==> config.mk <==
export PLATFORM = sky130hd
export DESIGN_NAME = pmd_decoder
export DESIGN_NICKNAME = d
export VERILOG_FILES = /design/src/pmd_pkg.sv /design/src/pmd_info_rom.sv /design/src/pmd_decoder.sv
export SDC_FILE = /design/constraint.sdc
export NUM_CORES = 1
export LEC_CHECK = 0
export ABC_AREA = 1
export BUFFER_PORTS_ARGS = -buffer_cell sky130_fd_sc_hd__buf_4
export CAP_MARGIN = 0
export CORE_AREA = 2 2 94 96
export DETAILED_ROUTE_END_ITERATION = 6
export DIE_AREA = 0 0 96 98
export GPL_ROUTABILITY_DRIVEN = 0
export SLEW_MARGIN = 20
export SYNTH_ARGS = -nofsm -noshare
export SYNTH_HDL_FRONTEND = slang
export SYNTH_HIERARCHICAL = 1
export SYNTH_SLANG_ARGS = --single-unit
==> constraint.sdc <==
create_clock -name core_clk -period 1.1 [get_ports core_clk]
set_input_delay 0.22 -clock core_clk [delete_from_list [all_inputs] [get_ports core_clk]]
set_output_delay 0.22 -clock core_clk [all_outputs]
set_load 0.01 [all_outputs]
==> src/pmd_pkg.sv <==
package pmd_pkg;

    localparam int unsigned ADDR_W        = 16;
    localparam int unsigned DATA_W        = 8;
    localparam int unsigned FLASH_KB_MIN  = 1;
    localparam int unsigned FLASH_KB_MAX  = 4;
    localparam int unsigned FLASH_KB_DEF  = 4;
    localparam int unsigned INFO_BYTES    = 128;
    localparam int unsigned INFO_AW       = 7;

    localparam logic [7:0]  BLANK_BYTE    = 8'hFF;

    // Fixed low-space layout, identical for every flash size.
    localparam logic [15:0] OPT_LO        = 16'h0000;
    localparam logic [15:0] RESET_VEC     = 16'h0002;
    localparam logic [15:0] WDT_VEC       = 16'h0004;
    localparam logic [15:0] ILL_TRAP_VEC  = 16'h0006;
    localparam logic [15:0] IRQ_VEC_LO    = 16'h0008;
    localparam logic [15:0] IRQ_VEC_HI    = 16'h0037;
    localparam logic [15:0] RSVD_LO       = 16'h0038;
    localparam logic [15:0] RSVD_HI       = 16'h0039;
    localparam logic [15:0] OSC_TRAP_LO   = 16'h003A;
    localparam logic [15:0] OSC_TRAP_HI   = 16'h003D;
    localparam logic [15:0] CODE_START    = 16'h003E;

    localparam logic [15:0] INFO_LO       = 16'hFE00;
    localparam logic [15:0] INFO_HI       = 16'hFF7F;
    localparam logic [15:0] INFO_OPT_HI   = 16'hFE3F;
    localparam logic [15:0] PART_LO       = 16'hFE40;
    localparam logic [15:0] PART_HI       = 16'hFE53;
    localparam logic [15:0] INFO_RSVD_LO  = 16'hFE54;
    localparam logic [15:0] INFO_RSVD_HI  = 16'hFE5F;
    localparam logic [15:0] CAL_LO        = 16'hFE60;
    localparam logic [15:0] CAL_HI        = 16'hFE7F;

    localparam int unsigned INFO_EN_BIT   = 7;
    localparam logic        INFO_EN_RST   = 1'b0;

    typedef enum logic [1:0] {
        PMD_SEL_NONE  = 2'b00,
        PMD_SEL_FLASH = 2'b01,
        PMD_SEL_INFO  = 2'b11
    } pmd_sel_e;

endpackage : pmd_pkg

==> src/pmd_info_rom.sv <==
`timescale 1ns/1ps
`default_nettype none

module pmd_info_rom #(
    parameter logic [159:0] PART_ID = {8'h50, 8'h4D, 8'h44, 8'h2D, 8'h44, 8'h45, 8'h4D,
                                       8'h4F, {12{8'hFF}}}
) (
    input  wire logic [6:0] idx,   // Byte index into the area.
    output logic      [7:0] data   // Byte at that index.
);

    logic [6:0] part_off;

    always_comb
    begin
        part_off = idx - 7'(pmd_pkg::PART_LO[6:0]);
        data     = pmd_pkg::BLANK_BYTE;
        if ({9'h1FC, idx} >= pmd_pkg::PART_LO && {9'h1FC, idx} <= pmd_pkg::PART_HI)
        begin
            data = PART_ID[159 - 8 * int'(part_off) -: 8]; // [RULE11]
        end
        else if ({9'h1FC, idx} <= pmd_pkg::INFO_OPT_HI ||
                 ({9'h1FC, idx} >= pmd_pkg::CAL_LO && {9'h1FC, idx} <= pmd_pkg::CAL_HI))
        begin
            data = pmd_pkg::BLANK_BYTE; // [RULE12]
        end
    end

endmodule : pmd_info_rom

`default_nettype wire

==> src/pmd_decoder.sv <==
// Summary of operation
// RULE1: Sixteen-bit address, flash from zero.
// RULE2: Flash size one to four kilobytes.
// RULE3: Reads beyond flash return all ones.
// RULE4: Writes beyond flash are ignored.
// RULE5: Fixed vector layout, code from 003E.
// RULE6: Data-memory accesses get no response.
// RULE7: Info area enabled by page bit seven.
// RULE8: Overlay covers FE00 through FF7F.
// RULE9: Overlay reads win over flash.
// RULE10: Info area is read-only.
// RULE11: Part identifier at FE40 to FE53.
// RULE12: Option and calibration ranges, rest reserved.
// RULE13: Enable bit clears on reset.
`timescale 1ns/1ps
`default_nettype none

module pmd_decoder #(
    parameter int unsigned FLASH_KB = pmd_pkg::FLASH_KB_DEF   // 1, 2 or 4.
) (
    input  wire logic        core_clk,     // System clock.
    input  wire logic        nrst,         // Asynchronous reset, active low.
    input  wire logic [15:0] cpu_addr,     // Program or data address.
    input  wire logic        cpu_rd,       // Program read strobe.
    input  wire logic        cpu_wr,       // Program write strobe.
    input  wire logic [7:0]  cpu_wdata,    // Write data.
    input  wire logic        cpu_data_sp,  // Access targets data memory space.
    input  wire logic        page_wr,      // Write strobe of page select register.
    input  wire logic [7:0]  page_wdata,   // Page select write data.
    input  wire logic [7:0]  flash_rdata,  // Flash array read data.
    output logic      [7:0]  cpu_rdata,    // Read data, one cycle after cpu_rd; two cycles after it for flash reads.
    output logic             cpu_rvalid,   // Read valid pulse, one cycle after cpu_rd; it leads flash read data by a cycle.
    output logic             info_en,      // Information area enabled.
    output logic      [15:0] flash_addr,   // Flash array address.
    output logic             flash_rd,     // Flash array read strobe.
    output logic             flash_wr,     // Flash array write strobe.
    output logic      [7:0]  flash_wdata,  // Flash array write data.
    output logic             vec_hit,      // Last access fell in the vector area.
    output logic             code_hit      // Last access fell in code storage.
);

    localparam logic [15:0] FLASH_TOP = 16'((FLASH_KB * 1024) - 1); // [RULE2]

    typedef struct packed {
        logic [7:0]  rdata;
        logic        rvalid;
        logic        info_en;
        logic [15:0] faddr;
        logic        frd;
        logic        fwr;
        logic [7:0]  fwdata;
        logic        vec;
        logic        code;
    } pmd_state_s;

    // Reset image of the whole state: all low except the idle read byte.
    localparam pmd_state_s ST_RST = '{
        rdata:   pmd_pkg::BLANK_BYTE,
        rvalid:  1'b0,
        info_en: pmd_pkg::INFO_EN_RST, // [RULE13]
        faddr:   16'h0000,
        frd:     1'b0,
        fwr:     1'b0,
        fwdata:  8'h00,
        vec:     1'b0,
        code:    1'b0
    };

    pmd_state_s st_reg;
    pmd_state_s st_next;
    logic [7:0] info_byte;

    // True for addresses inside the window that the overlay covers.
    function automatic logic pmd_in_window(input logic [15:0] a);
        return a >= pmd_pkg::INFO_LO && a <= pmd_pkg::INFO_HI; // [RULE8]
    endfunction : pmd_in_window

    // True for addresses in the fixed option and vector area.
    function automatic logic pmd_is_vec(input logic [15:0] a);
        return a < pmd_pkg::CODE_START; // [RULE5]
    endfunction : pmd_is_vec

    // The overlay is checked first so that it wins over flash and blank space.
    function automatic pmd_pkg::pmd_sel_e pmd_decode(input logic [15:0] a, input logic ov);
        if (ov && pmd_in_window(a))
        begin
            return pmd_pkg::PMD_SEL_INFO; // [RULE8] [RULE9]
        end
        else if (a <= FLASH_TOP)
        begin
            return pmd_pkg::PMD_SEL_FLASH; // [RULE1]
        end
        else
        begin
            return pmd_pkg::PMD_SEL_NONE;
        end
    endfunction : pmd_decode

    // The area is indexed straight from the bus, so its byte is ready in the
    // same cycle as the request and is registered with the valid pulse.
    pmd_info_rom u_info (
        .idx  (cpu_addr[6:0]),
        .data (info_byte)
    );

    always_comb
    begin
        pmd_pkg::pmd_sel_e sel;
        logic              rd_ok;
        logic              wr_ok;
        sel            = pmd_decode(cpu_addr, st_reg.info_en);
        rd_ok          = !cpu_data_sp && cpu_rd; // [RULE6]
        wr_ok          = !cpu_data_sp && cpu_wr; // [RULE6]
        st_next        = st_reg;
        st_next.rvalid = 1'b0;
        st_next.frd    = 1'b0;
        st_next.fwr    = 1'b0;
        if (page_wr)
        begin
            st_next.info_en = page_wdata[pmd_pkg::INFO_EN_BIT]; // [RULE7]
        end
        // The flash array answers in the cycle of its strobe; the byte is
        // captured at the end of that cycle and stands until the next read result.
        if (st_reg.frd)
        begin
            st_next.rdata = flash_rdata;
        end
        if (rd_ok || wr_ok)
        begin
            st_next.vec  = pmd_is_vec(cpu_addr); // [RULE5]
            st_next.code = !pmd_is_vec(cpu_addr) && sel == pmd_pkg::PMD_SEL_FLASH;
        end
        // A read wins over a write presented in the same cycle.
        if (rd_ok)
        begin
            st_next.rvalid = 1'b1;
            case (sel)
                pmd_pkg::PMD_SEL_FLASH:
                begin
                    st_next.faddr = cpu_addr; // [RULE2]
                    st_next.frd   = 1'b1;
                end
                pmd_pkg::PMD_SEL_INFO:
                begin
                    st_next.rdata = info_byte; // [RULE9]
                end
                default:
                begin
                    st_next.rdata = pmd_pkg::BLANK_BYTE; // [RULE3]
                end
            endcase
        end
        else if (wr_ok && sel == pmd_pkg::PMD_SEL_FLASH)
        begin
            // Writes outside flash, the overlay window included, never reach
            // the array, so the stored bytes cannot be disturbed.
            st_next.faddr  = cpu_addr; // [RULE4] [RULE10]
            st_next.fwr    = 1'b1;
            st_next.fwdata = cpu_wdata;
        end
    end

    always_ff @(posedge core_clk or negedge nrst)
    begin
        if (!nrst)
        begin
            st_reg <= ST_RST; // [RULE13]
        end
        else
        begin
            st_reg <= st_next;
        end
    end

    assign cpu_rdata   = st_reg.rdata;
    assign cpu_rvalid  = st_reg.rvalid;
    assign info_en     = st_reg.info_en;
    assign flash_addr  = st_reg.faddr;
    assign flash_rd    = st_reg.frd;
    assign flash_wr    = st_reg.fwr;
    assign flash_wdata = st_reg.fwdata;
    assign vec_hit     = st_reg.vec;
    assign code_hit    = st_reg.code;

endmodule : pmd_decoder

`default_nettype wire

Word level (Yosys, flattened, before mapping)
Index checks and enable logic that the tools add are counted.
{"block": "classes", "order_cmp": 6, "reduce_logical": 13, "n_mux": 12, "n_bitwise": 1, "n_eq_ne": 3, "add_sub_neg": 2, "shifts": 1}
{"op": "indexed part select 167 x 32 -> 8 bit (first input constant)", "count": 1}
{"op": ">= comparator 16 bit (second input constant)", "count": 2}
{"op": "<= comparator 16 bit (second input constant)", "count": 2}
{"op": "two-way mux 16 bit", "count": 2}
{"op": "two-way mux 9 bit", "count": 3}
{"op": "two-way mux 17 bit", "count": 1}
{"op": "<= comparator 16 x 12 -> 1 bit (second input constant)", "count": 1}
{"op": "less-than comparator 16 x 6 -> 1 bit (second input constant)", "count": 1}
{"op": "two-way mux 8 bit", "count": 2}
{"op": "case mux 8 bit (2 select lines)", "count": 1}
{"op": "subtractor 8 x 10 -> 11 bit (first input constant)", "count": 1}
{"op": "logical AND 1 bit", "count": 7}
{"op": "subtractor 7 bit (second input constant)", "count": 1}
{"op": "AND reduction 2 bit", "count": 2}
{"op": "equality test 2 x 1 -> 1 bit (second input constant)", "count": 1}
{"op": "equality test 2 bit (second input constant)", "count": 1}
{"op": "logical NOT 1 bit", "count": 2}
{"op": "two-way mux 1 bit", "count": 2}
{"op": "two-way mux 2 bit", "count": 1}
{"op": "inequality test 2 x 1 -> 1 bit (second input constant)", "count": 1}
{"op": "nonzero test 2 bit", "count": 1}
{"op": "logical OR 1 bit", "count": 1}
{"op": "NOT 1 bit", "count": 1}
{"block": "totals", "reg_bits": 38, "inputBits": 46}

Logic depth before layout (Yosys ltp)
{"block": "logic_depth", "ltp_word": 8, "depth_mapped": 16, "ltp_nobuf": 16}

Hierarchy
Netlist, hierarchy kept.
{"module": "pmd_decoder", "instances": 1, "seq_area_each_um2": 960.9, "cells_each": 207, "area_each_um2": 1747.9}
{"module": "pmd_info_rom", "instances": 1, "seq_area_each_um2": 0.0, "cells_each": 63, "area_each_um2": 319.1}

Least setup slack after synthesis
No wires, ideal clock.
{"block": "synth_path", "kind": "input -> register", "startpoint": "input cpu_addr[2]", "endpoint": "register st_reg (netlist bit cpu_rdata[1])", "setup_time_ns": 0.061, "required_time_ns": 1.039, "setup_slack_ns": -0.265, "arrival_time_ns": 1.304, "path_stages": 15, "cell_sequence": "inv_1 ha_1 inv_1 nand2_2 nand2_2 nand2_2 nand2_4 nand2_2 nor2_4 nor2_2 nor2_1 nand4_1 nand2_1 nand2_1 nand2_1"}
{"element": "start: declaration", "line": "pmd_decoder.sv:23", "source": "input wire logic [15:0] cpu_addr,"}
{"element": "end signal: assignment", "line": "pmd_decoder.sv:171", "source": "st_reg <= st_next;"}
{"element": "end: declaration", "line": "pmd_decoder.sv:69", "source": "pmd_state_s st_reg;"}

==> out/qor.txt <==
Yosys reg bits - 38
Pre-CTS setup slack - -489 ps
Initial antenna violation count - 0
Fill count - 882
Min cycle time layout - 1190 ps
FF-to-FF setup slack - 10 ps
Via count - 2,098
Final antenna-violating net count - 0
Worst Path Max Fanout - 6
Cells after Synth - 270
Max_cap viols - 0
Min Hold Slack - 120 ps
Fin crit share - 109%
P_leak - 1.62 nW
Sequential share of power - 43.8%
Fin nets - 423
Uppermost layer routed - met4
Layout cells sized above 1 - 43.1%
Row count - 34
Critical path capture point type - flip-flop
Wl on met1 - 2360 µm
Power share of the clock group - 25.4%
Synthesized area - 2070 µm²
CP startpoint kind - primary input
Synth warn - 6
Gate power share - 30.9%
Die Height - 98 µm
Worst Slack Setup Final - -94.0 ps
Vias in the first global route - 2,086
Min-Delay Path Depth - 3
Number of synthesized flops with an enable pin - 0
Fmax - 0.838 GHz
Routed length on met3 - 265 µm
Pin count of the biggest net entering global routing - 29
Area post-placement - 2980 µm²
Overall die area - 9410 µm²
Clock Skews - 0.455 ps
CP max stage delay - 140 ps
CP max stage cell - ha_4
CP cell instances - buf_8 > inv_8 > ha_4 > inv_4 > nand2_4 > nand3_2 > nand2_8 > nand2_4 > nor2_4 > nor2_2 > nor2_1 > nand4_1 > nand2_1 > nand2_1 > nand2_1
Slew Limit Fails - 0
Async SR Flop Fraction - 100%
CP bufs+invs - 3
DP Wirelength - 4250 µm
Core area - 8470 µm²
Hold path startpoint - cpu_wdata[5]
Residual DRC - 0
Rel. slew slack - 83.7%
P&R area growth vs syn - 57.1%
Most used DFF post-synth - dfrtp_1
RR Endpoint - cpu_rdata[0]$_DFF_PN1_
Status - finished with violations
Hold Vio Cnt, Final - 0
CTS max path bufs - 2
CTS tree - built
# diodes - 0
VDD IR-drop max - 0.531 mV
Clock Sink Count - 38
# H-tree levels - 2
Switch Pwr - 1.26 mW
IO Pins - 84
Clock root buffer - clkbuf_8
Clk Latency, worst-skew pair - 290 ps
Iter 0 DRT Violations - 94
Reg-to-Reg Start - info_en$_DFFE_PN0P_
DRT Pass-1 Iters - 4
DR WL/cell - 11.6 µm
Power per Cell Area - 1260 nW/µm²
Die width - 96 µm
GR Overflow Total - 0
CP dominant cell by count - nand2_1
Pin slew with the least headroom to its limit - 245 ps
Wire length on met2 - 2920 µm
Final WL - 5620 µm
Design area - 3250 µm²
Total CTS buffers - 5
CTS clk-pin slew, worst paths - 80 ps
Largest delay share family, worst path - simple AND/OR/NAND/NOR gates
Failing checks - setup timing
Largest cells by area after synthesis - dfrtp_1 36%, nand2_1 18%, dfstp_2 10%, inv_1 6.5%, o211ai_1 2.9%
Int Power - 2.82 mW
Netlist cell types - 30
Switching Share - 30.9%
Syn_nets - 318
Hold Path Class - primary input to flip-flop
First-pass GRT wire length - 9320 µm
Reg2reg path depth - 7
Total GRT Usage - 12.4%
Post-synthesis sequential area ratio - 46.5%
Endpoints failing setup - 17
Starting density of the core - 24.4%
PortBufs - 76
Crit path required time - 1330 ps
Area share of the largest cell type after synthesis - 36.3%
Largest area contributor in the netlist - dfrtp_1
WHS Endpoint - flash_wdata[5]$_DFFE_PN0P_
Vias per std cell - 4.33
Mapped Avg Cell Area - 7.66 µm²
WS Path Type - primary input to flip-flop
Unrepaired setup endpoints after global routing - true
Critical Path AT - 1430 ps
Total power - 4.08 mW
==> placed cells by master, fill, tap and decap left out, drive strengths merged, types with 6 or more instances in the layout <==
cell	synthesis	final
buf	3	101
clkbuf	1	6
dfrtp	30	30
dfstp	8	8
inv	42	42
nand2	107	107
nand3	13	13
nand4	9	9
nor2	20	20
o211ai	8	8
o21ai	18	18
==> how the worst max path moves through the flow <==
stage                                 from                     end  cells after the start
floorplan                      cpu_addr[3]  cpu_rdata[1]$_DFF_PN1_                     15
finish                         cpu_addr[2]  cpu_rdata[1]$_DFF_PN1_                     15
CTS                 cpu_rdata[5]$_DFF_PN1_            cpu_rdata[5]                      1
global route                   cpu_addr[2]  cpu_rdata[4]$_DFF_PN1_                     17
detailed placement             cpu_addr[3]  cpu_rdata[6]$_DFF_PN1_                     14
global placement               cpu_addr[3]  cpu_rdata[6]$_DFF_PN1_                     12
==> state kept, by name, indices dropped and copies added, names as in the netlist <==
name / flops
flash_addr: 16
cpu_rdata: 8
flash_wdata: 8
code_hit: 1
cpu_rvalid: 1
flash_rd: 1
flash_wr: 1
info_en: 1
vec_hit: 1
==> power by group through the flow <==
stage	Clock (mW)	Combinational [mW]	Sequential, mW
detailed placement	0	1.19	1.81
global route	1.12	1.39	1.82
finish	1.04	1.26	1.79
floorplan	0	0.402	1.91
CTS	1.08	1.26	1.79
global placement	0	1.16	1.81
==> through the flow <==
stage | std cells | setup TNS [ps] | util [%]
final | 484 | -1050 | 38.4
after global routing | 484 | -2250 | 38.4
after CTS | 484 | -956 | 38.0
after detailed placement | 473 | -6020 | 35.2
after global placement | 473 | -5360 | 35.2
after floorplan | 270 | -1500 | -
==> final cells by class <==
cell class	instances	area (µm²)	share of cell area [%]
clock buffer	6	82.6	2.54
tap	108	135	4.16
clock inverter	2	12.5	0.385
sequential	38	962	29.6
timing repair buffer	102	857	26.4
inverter	42	180	5.55
multi-input combinational	186	1020	31.4
==> timing repair <==
item,CTS,global route
endpoints found under the setup margin,18,18
pin swaps,33,7
hold buffers,1,0
resized for setup,30,6
hold endpoints to repair,15,0
setup buffers,2,0
gates cloned,0,0
==> layer usage <==
layer	up-vias	GRT usage (%)
li1	1053	-
met1	990	15.6
met2	46	20.7
met3	9	2.93
met4	0	4.07
met5	-	0
==> cells in the mapped netlist (2+ instances only) <==
master	count
nor2_2	4
nor2_1	15
inv_2	6
nand3_1	11
nand2_1	100
buf_6	2
inv_1	36
o21ai_0	9
o21ai_2	4
ha_1	2
dfstp_2	8
o211ai_1	8
o21ai_1	5
nand2_2	6
nor3_1	2
dfrtp_1	30
nand4_1	9
==> worst register-to-register path, stage by stage, from the launching register on <==
cell	delay, ps
dfrtp_1	370
nand2_1	70
nor2_2	130
nand3_1	140
nand2_2	150
nand2_1	80
nand2_1	60
nand2_1	50
==> cell families (layout without fill, tap and decap cells) <==
| group | count (synthesis) | in the layout | synth area share, % |
|---|---|---|---|
| fa+ha+maj | 2 | 2 | 1.21 |
| mux | 1 | 1 | 0.545 |
| compound gates | 29 | 29 | 9.38 |
| buf+inv | 46 | 152 | 9.14 |
| flops | 38 | 38 | 46.5 |
| simple gates | 154 | 154 | 33.2 |
No activity file was read; power rests on OpenSTA's default activity.
